===== config.mk =====
export PLATFORM = sky130hd
export DESIGN_NAME = himsel_top
export DESIGN_NICKNAME = d
export VERILOG_FILES = /design/src/logic/himsel_pkg.sv /design/src/logic/himsel_top.sv
export SDC_FILE = /design/constraint.sdc
export NUM_CORES = 1
export LEC_CHECK = 0
export ABC_AREA = 1
export BUFFER_PORTS_ARGS = -buffer_cell sky130_fd_sc_hd__buf_2
export CELL_PAD_IN_SITES_DETAIL_PLACEMENT = 1
export CELL_PAD_IN_SITES_GLOBAL_PLACEMENT = 1
export CORE_ASPECT_RATIO = 0.75
export CORE_MARGIN = 3
export CORE_UTILIZATION = 40
export DETAILED_ROUTE_END_ITERATION = 7
export PLACE_DENSITY_LB_ADDON = 0.1
export SYNTH_ARGS = -nofsm -noshare
export SYNTH_HDL_FRONTEND = slang
export SYNTH_SLANG_ARGS = --single-unit

===== constraint.sdc =====
create_clock -name i_ref_clk -period 3.73 [get_ports i_ref_clk]
set_input_delay 0.5595 -clock i_ref_clk [delete_from_list [all_inputs] [get_ports i_ref_clk]]
set_output_delay 0.5595 -clock i_ref_clk [all_outputs]
set_load 0.01 [all_outputs]

===== src/logic/himsel_pkg.sv =====
// package for the host interface mode decoder: strap codes, mode enum, lane layout
// assumes the straps and host pins are sampled on one 20 MHz reference clock
package himsel_pkg;

  localparam int HIMSEL_STRAP_W  = 4;
  localparam int HIMSEL_LANES_W  = 18;
  localparam int HIMSEL_BYTE_W   = 8;
  localparam int HIMSEL_PIX_W    = 18;

  // strap codes
  localparam logic [3:0] HIMSEL_C_P8_A    = 4'h0;
  localparam logic [3:0] HIMSEL_C_P16_A   = 4'h1;
  localparam logic [3:0] HIMSEL_C_P9_A    = 4'h2;
  localparam logic [3:0] HIMSEL_C_P18_A   = 4'h3;
  localparam logic [3:0] HIMSEL_C_S3_A    = 4'h5;
  localparam logic [3:0] HIMSEL_C_S4_A    = 4'h6;
  localparam logic [3:0] HIMSEL_C_P16_B   = 4'h8;
  localparam logic [3:0] HIMSEL_C_P8_B    = 4'h9;
  localparam logic [3:0] HIMSEL_C_P18_B   = 4'hA;
  localparam logic [3:0] HIMSEL_C_P9_B    = 4'hB;
  localparam logic [3:0] HIMSEL_C_S3_B    = 4'hD;
  localparam logic [3:0] HIMSEL_C_S4_B    = 4'hE;

  // lane field positions
  localparam int HIMSEL_LO_BYTE_LSB = 0;
  localparam int HIMSEL_MID_BYTE_LSB = 1;
  localparam int HIMSEL_HI_BYTE_LSB = 10;
  localparam int HIMSEL_HI9_LSB     = 9;

  // serial word lengths
  localparam logic [3:0] HIMSEL_SER3_BITS = 4'h9;
  localparam logic [3:0] HIMSEL_SER4_BITS = 4'h8;

  typedef enum logic [3:0] {
    HIMSEL_M_P8_A,
    HIMSEL_M_P16_A,
    HIMSEL_M_P9_A,
    HIMSEL_M_P18_A,
    HIMSEL_M_S3_A,
    HIMSEL_M_S4_A,
    HIMSEL_M_P16_B,
    HIMSEL_M_P8_B,
    HIMSEL_M_P18_B,
    HIMSEL_M_P9_B,
    HIMSEL_M_S3_B,
    HIMSEL_M_S4_B,
    HIMSEL_M_RSVD
  } himsel_mode_t;

endpackage


===== src/logic/himsel_top.sv =====
// host interface mode decoder: straps to mode, parallel lane steering per mode
// assumes all host pins are asynchronous and are double-synchronised here
// Overview of operation
// - 0000: family one, all bytes lanes[7:0]
// - 0001: commands lanes[7:0], pixels lanes[15:0]
// - 0010: commands lanes[7:0], pixels lanes[8:0]
// - 0011: commands lanes[7:0], pixels lanes[17:0]
// - 0101: 3-line 9-bit serial, shared line
// - 0110: 4-line 8-bit serial, shared line
// - 1000: commands lanes[8:1], pixels lanes[17:10]+[8:1]
// - 1001: all bytes on lanes[17:10]
// - 1010: commands lanes[8:1], pixels lanes[17:0]
// - 1011: commands lanes[17:10], pixels lanes[17:9]
// - 1101: 3-line 9-bit serial, split lines
// - 1110: 4-line 8-bit serial, split lines
// - data_cmd_select high data, low command
// - strobes ignored while chip select high
`timescale 1ns/1ps
module himsel_top
  import himsel_pkg::*;
(
  input  wire logic                          i_ref_clk,
  input  wire logic                          i_rst,
  input  wire logic                          i_iface_sel_bit3,
  input  wire logic                          i_iface_sel_bit2,
  input  wire logic                          i_iface_sel_bit1,
  input  wire logic                          i_iface_sel_bit0,
  input  wire logic [himsel_pkg::HIMSEL_LANES_W-1:0] i_host_data_lanes,
  input  wire logic                          i_chip_select_n,
  input  wire logic                          i_data_cmd_select,
  input  wire logic                          i_write_n,
  output logic [3:0]                         o_mode,
  output logic                               o_mode_valid,
  output logic                               o_serial_mode,
  output logic                               o_serial_split,
  output logic [3:0]                         o_serial_word_bits,
  output logic                               o_cmd_valid,
  output logic [himsel_pkg::HIMSEL_BYTE_W-1:0] o_cmd_byte,
  output logic                               o_param_valid,
  output logic [himsel_pkg::HIMSEL_BYTE_W-1:0] o_param_byte,
  output logic                               o_pixel_valid,
  output logic [himsel_pkg::HIMSEL_PIX_W-1:0]  o_pixel_word,
  output logic                               o_rgb_allowed
);
  import himsel_pkg::*;

  // two-stage synchronisers; the first stage feeds only the second
  logic [HIMSEL_STRAP_W-1:0] strap_s1_r, strap_s2_r;
  logic [HIMSEL_LANES_W-1:0] lanes_s1_r, lanes_s2_r;
  logic [2:0]                ctl_s1_r, ctl_s2_r;
  logic                      wr_n_d_r;
  logic [1:0]                strap_fill_r;
  himsel_mode_t              mode_r, mode_nxt;

  always_ff @(posedge i_ref_clk)
  begin
    if (i_rst)
    begin
      strap_s1_r <= '0;
      strap_s2_r <= '0;
      lanes_s1_r <= '0;
      lanes_s2_r <= '0;
      ctl_s1_r   <= 3'h7;
      ctl_s2_r   <= 3'h7;
    end
    else
    begin
      strap_s1_r <= {i_iface_sel_bit3, i_iface_sel_bit2, i_iface_sel_bit1, i_iface_sel_bit0};
      strap_s2_r <= strap_s1_r;
      lanes_s1_r <= i_host_data_lanes;
      lanes_s2_r <= lanes_s1_r;
      ctl_s1_r   <= {i_chip_select_n, i_data_cmd_select, i_write_n};
      ctl_s2_r   <= ctl_s1_r;
    end
  end

  wire cs_n_s = ctl_s2_r[2];
  wire dc_s   = ctl_s2_r[1];
  wire wr_n_s = ctl_s2_r[0];

  function automatic himsel_mode_t decode_strap(input logic [3:0] code);
    case (code)
      HIMSEL_C_P8_A:  decode_strap = HIMSEL_M_P8_A;
      HIMSEL_C_P16_A: decode_strap = HIMSEL_M_P16_A;
      HIMSEL_C_P9_A:  decode_strap = HIMSEL_M_P9_A;
      HIMSEL_C_P18_A: decode_strap = HIMSEL_M_P18_A;
      HIMSEL_C_S3_A:  decode_strap = HIMSEL_M_S3_A;
      HIMSEL_C_S4_A:  decode_strap = HIMSEL_M_S4_A;
      HIMSEL_C_P16_B: decode_strap = HIMSEL_M_P16_B;
      HIMSEL_C_P8_B:  decode_strap = HIMSEL_M_P8_B;
      HIMSEL_C_P18_B: decode_strap = HIMSEL_M_P18_B;
      HIMSEL_C_P9_B:  decode_strap = HIMSEL_M_P9_B;
      HIMSEL_C_S3_B:  decode_strap = HIMSEL_M_S3_B;
      HIMSEL_C_S4_B:  decode_strap = HIMSEL_M_S4_B;
      default:        decode_strap = HIMSEL_M_RSVD;
    endcase
  endfunction

  // the strap stages restart at zero, which is a listed code; hold the mode
  // reserved until both stages carry real samples, so no false mode follows reset
  always_ff @(posedge i_ref_clk)
  begin
    if (i_rst)
      strap_fill_r <= '0;
    else
      strap_fill_r <= {strap_fill_r[0], 1'h1};
  end

  // mode tracks the synchronised straps; straps are static so no glitch filter
  always_comb
  begin
    mode_nxt = strap_fill_r[1] ? decode_strap(strap_s2_r) : HIMSEL_M_RSVD;
  end

  always_ff @(posedge i_ref_clk)
  begin
    if (i_rst)
      mode_r <= HIMSEL_M_RSVD;
    else
      mode_r <= mode_nxt;
  end

  wire is_serial = (mode_r == HIMSEL_M_S3_A) || (mode_r == HIMSEL_M_S4_A) ||
                   (mode_r == HIMSEL_M_S3_B) || (mode_r == HIMSEL_M_S4_B);
  wire is_par    = (mode_r != HIMSEL_M_RSVD) && !is_serial;

  always_ff @(posedge i_ref_clk)
  begin
    if (i_rst)
    begin
      o_mode             <= '0;
      o_mode_valid       <= 1'b0;
      o_serial_mode      <= 1'b0;
      o_serial_split     <= 1'b0;
      o_serial_word_bits <= '0;
      o_rgb_allowed      <= 1'b0;
    end
    else
    begin
      o_mode         <= 4'(mode_r);
      o_mode_valid   <= (mode_r != HIMSEL_M_RSVD);
      o_serial_mode  <= is_serial;
      o_serial_split <= (mode_r == HIMSEL_M_S3_B) || (mode_r == HIMSEL_M_S4_B);
      o_rgb_allowed  <= is_serial;
      if ((mode_r == HIMSEL_M_S3_A) || (mode_r == HIMSEL_M_S3_B))
        o_serial_word_bits <= HIMSEL_SER3_BITS;
      else if (is_serial)
        o_serial_word_bits <= HIMSEL_SER4_BITS;
      else
        o_serial_word_bits <= '0;
    end
  end

  // write strobe rising edge taken only with chip select low
  always_ff @(posedge i_ref_clk)
  begin
    if (i_rst)
      wr_n_d_r <= 1'b1;
    else
      wr_n_d_r <= wr_n_s;
  end

  wire wr_take = is_par && !cs_n_s && wr_n_s && !wr_n_d_r;

  function automatic logic [HIMSEL_BYTE_W-1:0] cmd_lanes(input himsel_mode_t m,
                                                         input logic [HIMSEL_LANES_W-1:0] d);
    case (m)
      HIMSEL_M_P16_B, HIMSEL_M_P18_B:
        cmd_lanes = d[HIMSEL_MID_BYTE_LSB +: HIMSEL_BYTE_W];
      HIMSEL_M_P8_B, HIMSEL_M_P9_B:
        cmd_lanes = d[HIMSEL_HI_BYTE_LSB +: HIMSEL_BYTE_W];
      default:
        cmd_lanes = d[HIMSEL_LO_BYTE_LSB +: HIMSEL_BYTE_W];
    endcase
  endfunction

  // pixel words are right-aligned; the 16-bit family-two word packs two byte lanes
  function automatic logic [HIMSEL_PIX_W-1:0] pix_lanes(input himsel_mode_t m,
                                                        input logic [HIMSEL_LANES_W-1:0] d);
    case (m)
      HIMSEL_M_P8_A:  pix_lanes = {10'h000, d[7:0]};
      HIMSEL_M_P16_A: pix_lanes = {2'h0, d[15:0]};
      HIMSEL_M_P9_A:  pix_lanes = {9'h000, d[8:0]};
      HIMSEL_M_P18_A: pix_lanes = d;
      HIMSEL_M_P16_B: pix_lanes = {2'h0, d[17:10], d[8:1]};
      HIMSEL_M_P8_B:  pix_lanes = {10'h000, d[17:10]};
      HIMSEL_M_P18_B: pix_lanes = d;
      HIMSEL_M_P9_B:  pix_lanes = {9'h000, d[17:HIMSEL_HI9_LSB]};
      default:        pix_lanes = '0;
    endcase
  endfunction

  // the command set is out of scope, so every data write is offered to the
  // core as both parameter and pixel; the core picks by command context

  always_ff @(posedge i_ref_clk)
  begin
    if (i_rst)
    begin
      o_cmd_valid   <= 1'b0;
      o_cmd_byte    <= '0;
      o_param_valid <= 1'b0;
      o_param_byte  <= '0;
      o_pixel_valid <= 1'b0;
      o_pixel_word  <= '0;
    end
    else
    begin
      o_cmd_valid   <= wr_take && !dc_s;
      o_param_valid <= wr_take && dc_s;
      o_pixel_valid <= wr_take && dc_s;
      if (wr_take && !dc_s)
        o_cmd_byte <= cmd_lanes(mode_r, lanes_s2_r);
      if (wr_take && dc_s)
      begin
        o_param_byte <= cmd_lanes(mode_r, lanes_s2_r);
        o_pixel_word <= pix_lanes(mode_r, lanes_s2_r);
      end
    end
  end

endmodule


[After elaboration in Yosys (flattened, before gate mapping)]
Memories as Yosys holds them, arrays and structs flattened. A register that Yosys moved wholly into a read port is not among the register bits.
Cells that the tools add are included.
Storage, ports and cells
  bits in registers: 100
  input port bits: 27
  bits in read-only memories: 64
  memories kept: 1
  logic and storage cells: 60
Cells by class
  bitwise gates (word level): 1
  multiplexer cells: 5
  reductions and logical operators: 21
  equal/unequal tests: 12
Memories
  (name not given): depth 16, width 4, read ports 1, clocked after memory_dff 1, wr ports 0, line himsel_top.sv:82  | case (code)
Operator list (count)
  $pmux W18 S7: 1
  $eq A4 B3 Y1 const B: 4
  $eq A4 B4 Y1 const B: 4
  $pmux W8 S2: 1
  $reduce_or A2 Y1: 5
  $eq A4 B2 Y1 const B: 2
  $mux W4: 2
  $logic_and A1 B1 Y1: 6
  $logic_or A1 B1 Y1: 5
  $eq A4 B1 Y1 const B: 1
  $logic_not A1 Y1: 4
  $logic_not A4 Y1: 1
  $ne A4 B4 Y1 const B: 1
  $mux W1: 1
  $not A1 Y1: 1

[Logic depth before layout (Yosys ltp)]
Gate-level depths: netlist (run 1).
  word-level depth: 10
  depth in mapped cells: 9
  mapped depth without buffers: 9

[Worst setup path after synthesis (run 1)]
No wires, ideal clock.
  kind: in2reg
  start point: in i_rst
  end point: reg lanes_s1_r[0]
  stages: 4
  path slack: 2.277 ns
  buffers on the path: 3
  arrival time: 1.326 ns
  path through: clkbuf_1 -> clkbuf_1 -> clkbuf_1 -> nor2_1
RTL lines
  start, declared: line himsel_top.sv:23  | input wire logic i_rst,
  end signal, assigned: line himsel_top.sv:70  | lanes_s1_r <= i_host_data_lanes;
  end, declared: line himsel_top.sv:49  | logic [HIMSEL_LANES_W-1:0] lanes_s1_r, lanes_s2_r;
No word-level cell between the ends.

[Worst setup path after layout (run 1)]
  start point: reg mode_r[0]
  end point: reg o_param_byte[1] (netlist bit)
Between the ends
  cells in the longest elaborated chain, start to end: 10
  elaborated cells on any way between the ends: 21
  classes of those cells: eq/ne: 9; mux: 1; reduce/logical: 11
Ends and longest elaborated chain
  start, declared: line himsel_top.sv:53  | himsel_mode_t mode_r, mode_nxt;
  $eq A4 B3 Y1: line himsel_top.sv:123  | wire is_serial = (mode_r == HIMSEL_M_S3_A) || (mode_r == HIMSEL_M_S4_A) ||
  $logic_or A1 B1 Y1 (2 in series): line himsel_top.sv:123
  $logic_or A1 B1 Y1: line himsel_top.sv:124  | (mode_r == HIMSEL_M_S3_B) || (mode_r == HIMSEL_M_S4_B);
  $logic_not A1 Y1: line himsel_top.sv:125  | wire is_par = (mode_r != HIMSEL_M_RSVD) && !is_serial;
  $logic_and A1 B1 Y1: line himsel_top.sv:125
  $logic_and A1 B1 Y1 (3 in series): line himsel_top.sv:163  | wire wr_take = is_par && !cs_n_s && wr_n_s && !wr_n_d_r;
  $logic_and A1 B1 Y1: line himsel_top.sv:214  | if (wr_take && dc_s)
  end signal, assigned: line himsel_top.sv:216  | o_param_byte <= cmd_lanes(mode_r, lanes_s2_r);
  end, declared: line himsel_top.sv:40  | output logic [himsel_pkg::HIMSEL_BYTE_W-1:0] o_param_byte,
Parallel ways exist; a longest one is shown, timed or not.
A chain may end at the register's enable or synchronous reset.

==> impl_metrics.csv, run 1 <==
group,metric,value,unit
final_layout,syn_to_final_growth,19.28,%
clocking,clkTransAtPathRegs,0.07,ns
yosys,seq_area_frac_synth,53.51,%
clocking,tritoncts,"done",
drt,route.detailed.drc,0,
drt,drt-pass1-iter-count,4,
yosys,synth.avg_cell_area,7.483,um^2
global_route,via_count_of_the_first_global_routing_pass,3128,
run,maxCapViolations,0,
final_layout,multi_input_area,1300,um^2
yosys,synth.distinct_cells,27,
floorplanning,die_height,90.59,um
global_route,grt_first_pass_wirelength,15.51,mm
timing,final-max-slew-violation-count,0,
timing,tightest_slew,0.6433,ns
global_route,largest_net_degree_at_the_start_of_global_routing,46,
timing,finalSetupTns,0,ns
floorplanning,std_cell_rows,30,
min_path,hold_start,"i_write_n",
worst_setup_path,setup.worst_path.start_class,"flop",
worst_setup_path,crit_startpoint,"mode_r[0]",
worst_setup_path,timing.reg2reg.worst_path_depth,8,
floorplanning,total_die_area,10760,um^2
timing,finalSetupViolations,0,
worst_setup_path,crit_path_end_kind,"flop",
drt,routed_wirelength,9.054,mm
timing,rsz0062_at_grt,"no",
min_path,whs_path_depth,2,
global_route,grt_overflow_total,0,
yosys,synth-seq-cells,102,
timing,timing.max_slew.rel_slack,56.97,%
yosys,synth.cell_area,3816,um^2
place,numPortBuffers,73,
final_layout,area.sequential,2042,um^2
worst_setup_path,setup.worst_path.class,"flop to flop",
drt,detail_route_antenna_nets,0,
clocking,ctsLongestPathBuffers,2,
worst_setup_path,crit_fanout,35,
timing,skew,0.007830,ns
floorplanning,ios,76,
timing,final.period_utilization,47.82,%
clocking,clk-insertion-delay-late,0.35,ns
timing,timing.fmax,560.6,MHz
power_and_ir_drop,ir_drop,0.3296,mV
worst_setup_path,rr_startpoint,"mode_r[0]",
place,gp_congestion,0.8929,
drt,drt_iter0_markers,145,
clocking,clockRootBuffer,"sky130_fd_sc_hd__clkbuf_16",
floorplanning,initial_util,41.67,%
clocking,cts_inserted_buffers,9,
clocking,cts.sink_count,102,
final_layout,n_antenna_cell,0,
floorplanning,placeableCoreArea,9159,um^2
timing,timing.final.hold_violations,0,
power_and_ir_drop,power.leakage,0.002277,uW
yosys,synthesis.instances,510,
floorplanning,fp.dieW,118.8,um
min_path,min_path_type,"input pin to flop",
run_status,status,"finished clean",
timing,whs,0.3912,ns
final_layout,drive_gt1_share,18.93,%
worst_setup_path,crit_arrival,2.02,ns
global_route,track_usage,17.77,%
yosys,ys_warn_count,0,
drt,average_vias_per_placed_instance,4.511,
timing,layout_min_cycle_time,1.784,ns
clocking,postCtsSetupBuffers,0,
place,dp_hpwl,6.777,mm
final_layout,final_net_count,604,
final_layout,fillers,1213,
power_and_ir_drop,power-per-cell-area,482.8,nW/um^2
worst_setup_path,critPathRequiredTime,3.96,ns
clocking,ctsResizeCount,0,
clocking,cts_hold_buffers,0,
clocking,htreeDepth,3,
drt,num_vias,3198,
global_route,antenna_violations_before_repair,0,
drt,routedWlPerCell,12.77,um
-- where the power goes --
group | switching, uW | internal, uW
Clock | 423 | 548
Sequential | 21.9 | 1120
Combinational | 53.4 | 31.5
Total | 498 | 1700
-- layout make-up --
type / count / area share [%]
Clock buffer: 10 / 5.250
Timing Repair Buffer: 75 / 8.356
Tap cell: 128 / 3.518
Multi-Input combinational cell: 293 / 28.56
Clock inverter: 6 / 1.622
Sequential cell: 102 / 44.86
Inverter: 95 / 7.834
-- cell usage after synthesis --
| cell | count | area [um^2] |
|---|---|---|
| sky130_fd_sc_hd__buf_1 | 1 | 3.750 |
| sky130_fd_sc_hd__nand4_1 | 9 | 56.30 |
| sky130_fd_sc_hd__nor2_1 | 61 | 229.0 |
| sky130_fd_sc_hd__inv_1 | 93 | 349.1 |
| sky130_fd_sc_hd__or2_2 | 7 | 43.79 |
| sky130_fd_sc_hd__clkbuf_1 | 10 | 37.54 |
| sky130_fd_sc_hd__inv_2 | 1 | 3.750 |
| sky130_fd_sc_hd__nand2_1 | 123 | 461.7 |
| sky130_fd_sc_hd__nand3_1 | 17 | 85.08 |
| sky130_fd_sc_hd__a31oi_1 | 1 | 6.260 |
| sky130_fd_sc_hd__o21ai_0 | 23 | 115.1 |
| sky130_fd_sc_hd__buf_6 | 2 | 22.52 |
| sky130_fd_sc_hd__nand2_2 | 5 | 31.28 |
| sky130_fd_sc_hd__nor2_2 | 1 | 6.260 |
| sky130_fd_sc_hd__nor3_4 | 1 | 16.27 |
| sky130_fd_sc_hd__buf_2 | 1 | 5.000 |
| sky130_fd_sc_hd__dfxtp_1 | 102 | 2042 |
| sky130_fd_sc_hd__nor3_1 | 2 | 10.01 |
| sky130_fd_sc_hd__clkinv_1 | 1 | 3.750 |
| sky130_fd_sc_hd__nor2_4 | 1 | 11.26 |
| sky130_fd_sc_hd__a21oi_2 | 3 | 26.28 |
| sky130_fd_sc_hd__o22ai_1 | 1 | 6.260 |
| sky130_fd_sc_hd__ha_1 | 1 | 12.51 |
| sky130_fd_sc_hd__a21oi_1 | 33 | 165.2 |
| sky130_fd_sc_hd__buf_4 | 7 | 52.55 |
| sky130_fd_sc_hd__conb_1 | 1 | 3.750 |
| sky130_fd_sc_hd__o21ai_1 | 2 | 10.01 |
-- routing by layer --
metal	GRT usage (%)	share of wire, %	vias to the layer above	wire, um
met2	27.04	43	77	3928
met1	24.92	51	1458	4614
li1	-	-	1656	-
met5	0	0	-	0
met4	5.689	0.88	0	80
met3	4.195	4.8	7	431
-- registers in the layout (all words and copies together), names as in the netlist, 2 cells and up --
| name | count |
|---|---|
| lanes_s1_r | 18 |
| lanes_s2_r | 18 |
| o_pixel_word | 18 |
| o_cmd_byte | 8 |
| o_param_byte | 8 |
| mode_r | 4 |
| o_mode | 4 |
| strap_s1_r | 4 |
| strap_s2_r | 4 |
| ctl_s1_r | 3 |
| ctl_s2_r | 3 |
| o_serial_word_bits | 2 |
| strap_fill_r | 2 |
-- worst max-delay path: stages, from the launching register on --
cell and delay [ns]:
sky130_fd_sc_hd__dfxtp_1 0.36, sky130_fd_sc_hd__nor2_1 0.20, sky130_fd_sc_hd__nand3_1 0.09, sky130_fd_sc_hd__nand2_1 0.18
sky130_fd_sc_hd__nor2_4 0.06, sky130_fd_sc_hd__nand2_2 0.45, sky130_fd_sc_hd__a21oi_1 0.14, sky130_fd_sc_hd__o21ai_0 0.12
sky130_fd_sc_hd__inv_1 0.06
-- stage by stage --
stage / worst slack, ns / utilization, % / cell area (um^2) / instances / power [uW]
after floorplan: 2.277 / - / 3820 / 511 / 1215
after global placement: 2.054 / 46.28 / 4239 / 693 / 1251
after detailed placement: 1.939 / 46.28 / 4239 / 693 / 1253
after CTS: 1.890 / 49.70 / 4552 / 709 / 2230
after global routing: 1.630 / 49.70 / 4552 / 709 / 2291
final: 1.946 / 49.70 / 4552 / 709 / 2197
-- cells in the final DEF, fill, tap and decap left out --
cell type / instances
sky130_fd_sc_hd__nand2_1: 123
sky130_fd_sc_hd__dfxtp_1: 102
sky130_fd_sc_hd__inv_1: 93
sky130_fd_sc_hd__buf_2: 73
sky130_fd_sc_hd__nor2_1: 61
sky130_fd_sc_hd__a21oi_1: 33
sky130_fd_sc_hd__o21ai_0: 23
sky130_fd_sc_hd__nand3_1: 17
sky130_fd_sc_hd__nand4_1: 9
sky130_fd_sc_hd__clkbuf_16: 9
sky130_fd_sc_hd__or2_2: 7
sky130_fd_sc_hd__nand2_2: 5
sky130_fd_sc_hd__a21oi_2: 3
sky130_fd_sc_hd__nor3_1: 2
sky130_fd_sc_hd__o21ai_1: 2
sky130_fd_sc_hd__conb_1: 2
sky130_fd_sc_hd__clkinvlp_4: 2
sky130_fd_sc_hd__inv_6: 2
sky130_fd_sc_hd__buf_4: 2
sky130_fd_sc_hd__inv_2: 1
sky130_fd_sc_hd__nor2_4: 1
sky130_fd_sc_hd__nor2_2: 1
sky130_fd_sc_hd__nor3_4: 1
sky130_fd_sc_hd__clkinv_1: 1
sky130_fd_sc_hd__o22ai_1: 1
sky130_fd_sc_hd__a31oi_1: 1
sky130_fd_sc_hd__ha_1: 1
sky130_fd_sc_hd__clkbuf_8: 1
sky130_fd_sc_hd__bufinv_16: 1
sky130_fd_sc_hd__inv_8: 1
-- worst paths after layout --
check	to	slack [ns]
setup / recovery	o_param_byte[1]	1.95
hold / removal	ctl_s1_r[0]	0.39
setup reg to reg	o_param_byte[1]	1.95
hold reg to reg	lanes_s2_r[1]	0.40
-- cells by family after synthesis --
logic type	after synthesis	synth area share, %
compound gates	63	8.623
other cells	1	0.09827
flops	102	53.51
buf+inv	116	12.52
fa+ha+maj	1	0.3278
simple gates	227	24.92
Power figures use the tool's default switching activity.
==> inputs of run 2 (changes only) <==
Settings changed: CORE_UTILIZATION 40 to 35.
Clock period 3.73 ns to 1.6 ns, I/O delays scaled along.
==> run 2 against run 1 <==
  * First-iteration DRC count is 4.1% lower
  * Global-route usage is 1.8 points lower
  * Routed wire length is 3.3% higher
  * Die area is 13% higher
  * Clock power is 130% higher
  * Sequential cell count stayed put
  * Combinational power grew to 2.6 times the previous value
  * Final cell count is 2.4% higher
  * Setup slack worse by 1.9 ns
  * Highest routed layer unchanged
  * Via count hardly changed
==> impl_metrics.csv, run 2 (synthesized netlist as in run 1, its figures left out) <==
group,metric,value,unit
drt,drt_iter0_markers,139,
drt,met3_length,418,um
worst_setup_path,crit_path_end_kind,"flop",
drt,average_vias_per_placed_instance,4.408,
final_layout,n_antenna_cell,0,
drt,topRoutingLayerUsed,"met4",
drt,routed_wirelength,9.357,mm
clocking,cts.sink_count,102,
worst_setup_path,timing.reg2reg.setup_slack,0.05,ns
drt,detail_route.wirelength.met1,4.706,mm
worst_setup_path,crit_family,"simple AND/OR/NAND/NOR gates",
worst_setup_path,path_buf_inv,3,
power_and_ir_drop,internal,3977,uW
final_layout,layout.cells.most_common_list,"sky130_fd_sc_hd__nand2_1 (121), sky130_fd_sc_hd__dfxtp_1 (98), sky130_fd_sc_hd__inv_1 (92), sky130_fd_sc_hd__buf_2 (73), sky130_fd_sc_hd__nor2_1 (58)",
power_and_ir_drop,ir_drop,0.5441,mV
final_layout,final_net_count,613,
timing,finalSetupViolations,0,
worst_setup_path,setup.worst_path.class,"flop to flop",
final_layout,fillers,1296,
clocking,cts_inserted_buffers,9,
worst_setup_path,timing.critical_path.slowest_cell_delay,0.37,ns
floorplanning,placeableCoreArea,10450,um^2
floorplanning,fp.dieW,126.6,um
worst_setup_path,endpoint_of_the_worst_register_to_register_path,"o_pixel_word[3]",
run_status,status,"finished clean",
worst_setup_path,rr_startpoint,"mode_r[1]",
clocking,ctsLongestPathBuffers,2,
power_and_ir_drop,clock_power_share,44.1,%
timing,final.period_utilization,96.65,%
min_path,min_path_type,"input pin to flop",
timing,final-max-slew-violation-count,0,
clocking,clkTransAtPathRegs,0.07,ns
place,numPortBuffers,73,
run,maxCapViolations,0,
power_and_ir_drop,power_frac_seq,51.7,%
power_and_ir_drop,pwr-share-comb,4.2,%
clocking,clockRootBuffer,"sky130_fd_sc_hd__clkbuf_16",
worst_setup_path,crit_path_top_delay_cell,"sky130_fd_sc_hd__dfxtp_4",
drt,drt-pass1-iter-count,5,
final_layout,final_core_util,45.34,%
place,gp_congestion,0.8540,
final_layout,syn_to_final_growth,24.16,%
global_route,largest_net_degree_at_the_start_of_global_routing,44,
worst_setup_path,crit_fanout,16,
global_route,antenna_violations_before_repair,0,
global_route,grt_first_pass_wirelength,15.34,mm
floorplanning,ios,76,
drt,detail_route_antenna_nets,0,
drt,route.detailed.drc,0,
floorplanning,total_die_area,12210,um^2
final_layout,mostFrequentLayoutCell,"sky130_fd_sc_hd__nand2_1",
final_layout,drive_gt1_share,22.03,%
min_path,hold_start,"i_data_cmd_select",
worst_setup_path,timing.reg2reg.worst_path_depth,9,
global_route,grt_overflow_total,0,
clocking,tritoncts,"done",
global_route,track_usage,15.96,%
floorplanning,initial_util,36.52,%
drt,routedWlPerCell,12.89,um
floorplanning,die_height,96.43,um
drt,num_vias,3200,
final_layout,biggest_regs,"lanes_s1_r x18, lanes_s2_r x18, o_pixel_word x18",
timing,timing.final.hold_violations,0,
worst_setup_path,cell_mode_on_critical_path,"sky130_fd_sc_hd__nand2_1",
timing,skew,0.007084,ns
power_and_ir_drop,power-per-cell-area,1087,nW/um^2
place,dp_hpwl,6.956,mm
min_path,hold-path-endpoint,"ctl_s1_r[1]",
timing,timing.fmax,646.7,MHz
power_and_ir_drop,power.leakage,0.002366,uW
worst_setup_path,path_cells,"inv_1 > nor2_1 > nand2_1 > inv_1 > buf_12 > nand2_1 > nand4_1 > nand2_1 > a21oi_1",
drt,detailroute.wirelength.met2,4.083,mm
clocking,clk-insertion-delay-late,0.35,ns
global_route,via_count_of_the_first_global_routing_pass,3107,
power_and_ir_drop,netSwitchingFraction,22.77,%
place,placed_standard_cell_area,4334,um^2
timing,layout_min_cycle_time,1.546,ns
worst_setup_path,critPathRequiredTime,1.88,ns
worst_setup_path,crit_arrival,1.83,ns
floorplanning,std_cell_rows,32,
power_and_ir_drop,p_switching,1172,uW
clocking,htreeDepth,3,
worst_setup_path,setup.worst_path.start_class,"flop",
final_layout,stdcell_area,4738,um^2
min_path,whs_path_depth,2,
## run 2: worst max-delay path by stage
stage / end / cells past startpoint / slack (ns) / start
finish: o_pixel_word[3] / 9 / 0.05 / mode_r[1]
global route: o_pixel_word[3] / 9 / -0.03 / mode_r[1]
CTS: o_param_byte[3] / 9 / 0.04 / mode_r[2]
detailed placement: o_param_byte[3] / 9 / -0.04 / mode_r[3]
global placement: o_param_byte[3] / 9 / 0.007 / mode_r[3]
floorplan: o_cmd_byte[6] / 9 / 0.25 / mode_r[0]
## run 2: final cells by class
cell class / count / area [um^2] / area share, %
flip-flops and latches: 102 / 2049 / 43.25
multi-input cells: 293 / 1338 / 28.23
repair buffers: 84 / 510.5 / 10.77
inverters: 95 / 356.6 / 7.526
clock buffers: 10 / 239.0 / 5.044
well taps: 136 / 170.2 / 3.591
clock inverters: 6 / 75.07 / 1.584
## run 2: power by group through the flow
stage | clock (uW) | sequential, uW | combinational [uW]
2_1_floorplan | 0 | 2700 | 131
3_3_place_gp | 0 | 2720 | 204
3_5_place_dp | 0 | 2720 | 210
4_1_cts | 2330 | 2660 | 213
5_1_grt | 2440 | 2670 | 252
6_report | 2270 | 2660 | 218
## run 2: layer usage
metal  track usage [%]  up-vias
met5                 0        -
met1             21.75     1443
met4             6.071        0
met3             3.791       13
li1                  -     1679
met2             24.74       65
## run 2: metrics by stage
stage / cells / worst slack (ns) / hold WS [ns] / total power (uW) / TNS (ns)
3_5_place_dp: 704 / -0.03798 / 0.3951 / 2931 / -0.07430
6_report: 726 / 0.05359 / 0.07346 / 5149 / 0
3_3_place_gp: 704 / 0.007027 / 0.3898 / 2922 / 0
2_1_floorplan: 511 / 0.2498 / 0.3438 / 2834 / 0
5_1_grt: 726 / -0.03381 / 0.06475 / 5364 / -0.1716
4_1_cts: 720 / 0.03504 / 0.06172 / 5209 / 0
## run 2: what timing repair did
item                       CTS  global route
setup buffers                0             6
setup endpoints to repair    5            31
hold buffers                 0             0
pin swaps                    0             3
gates cloned                 0             0
gates resized for setup      4            15
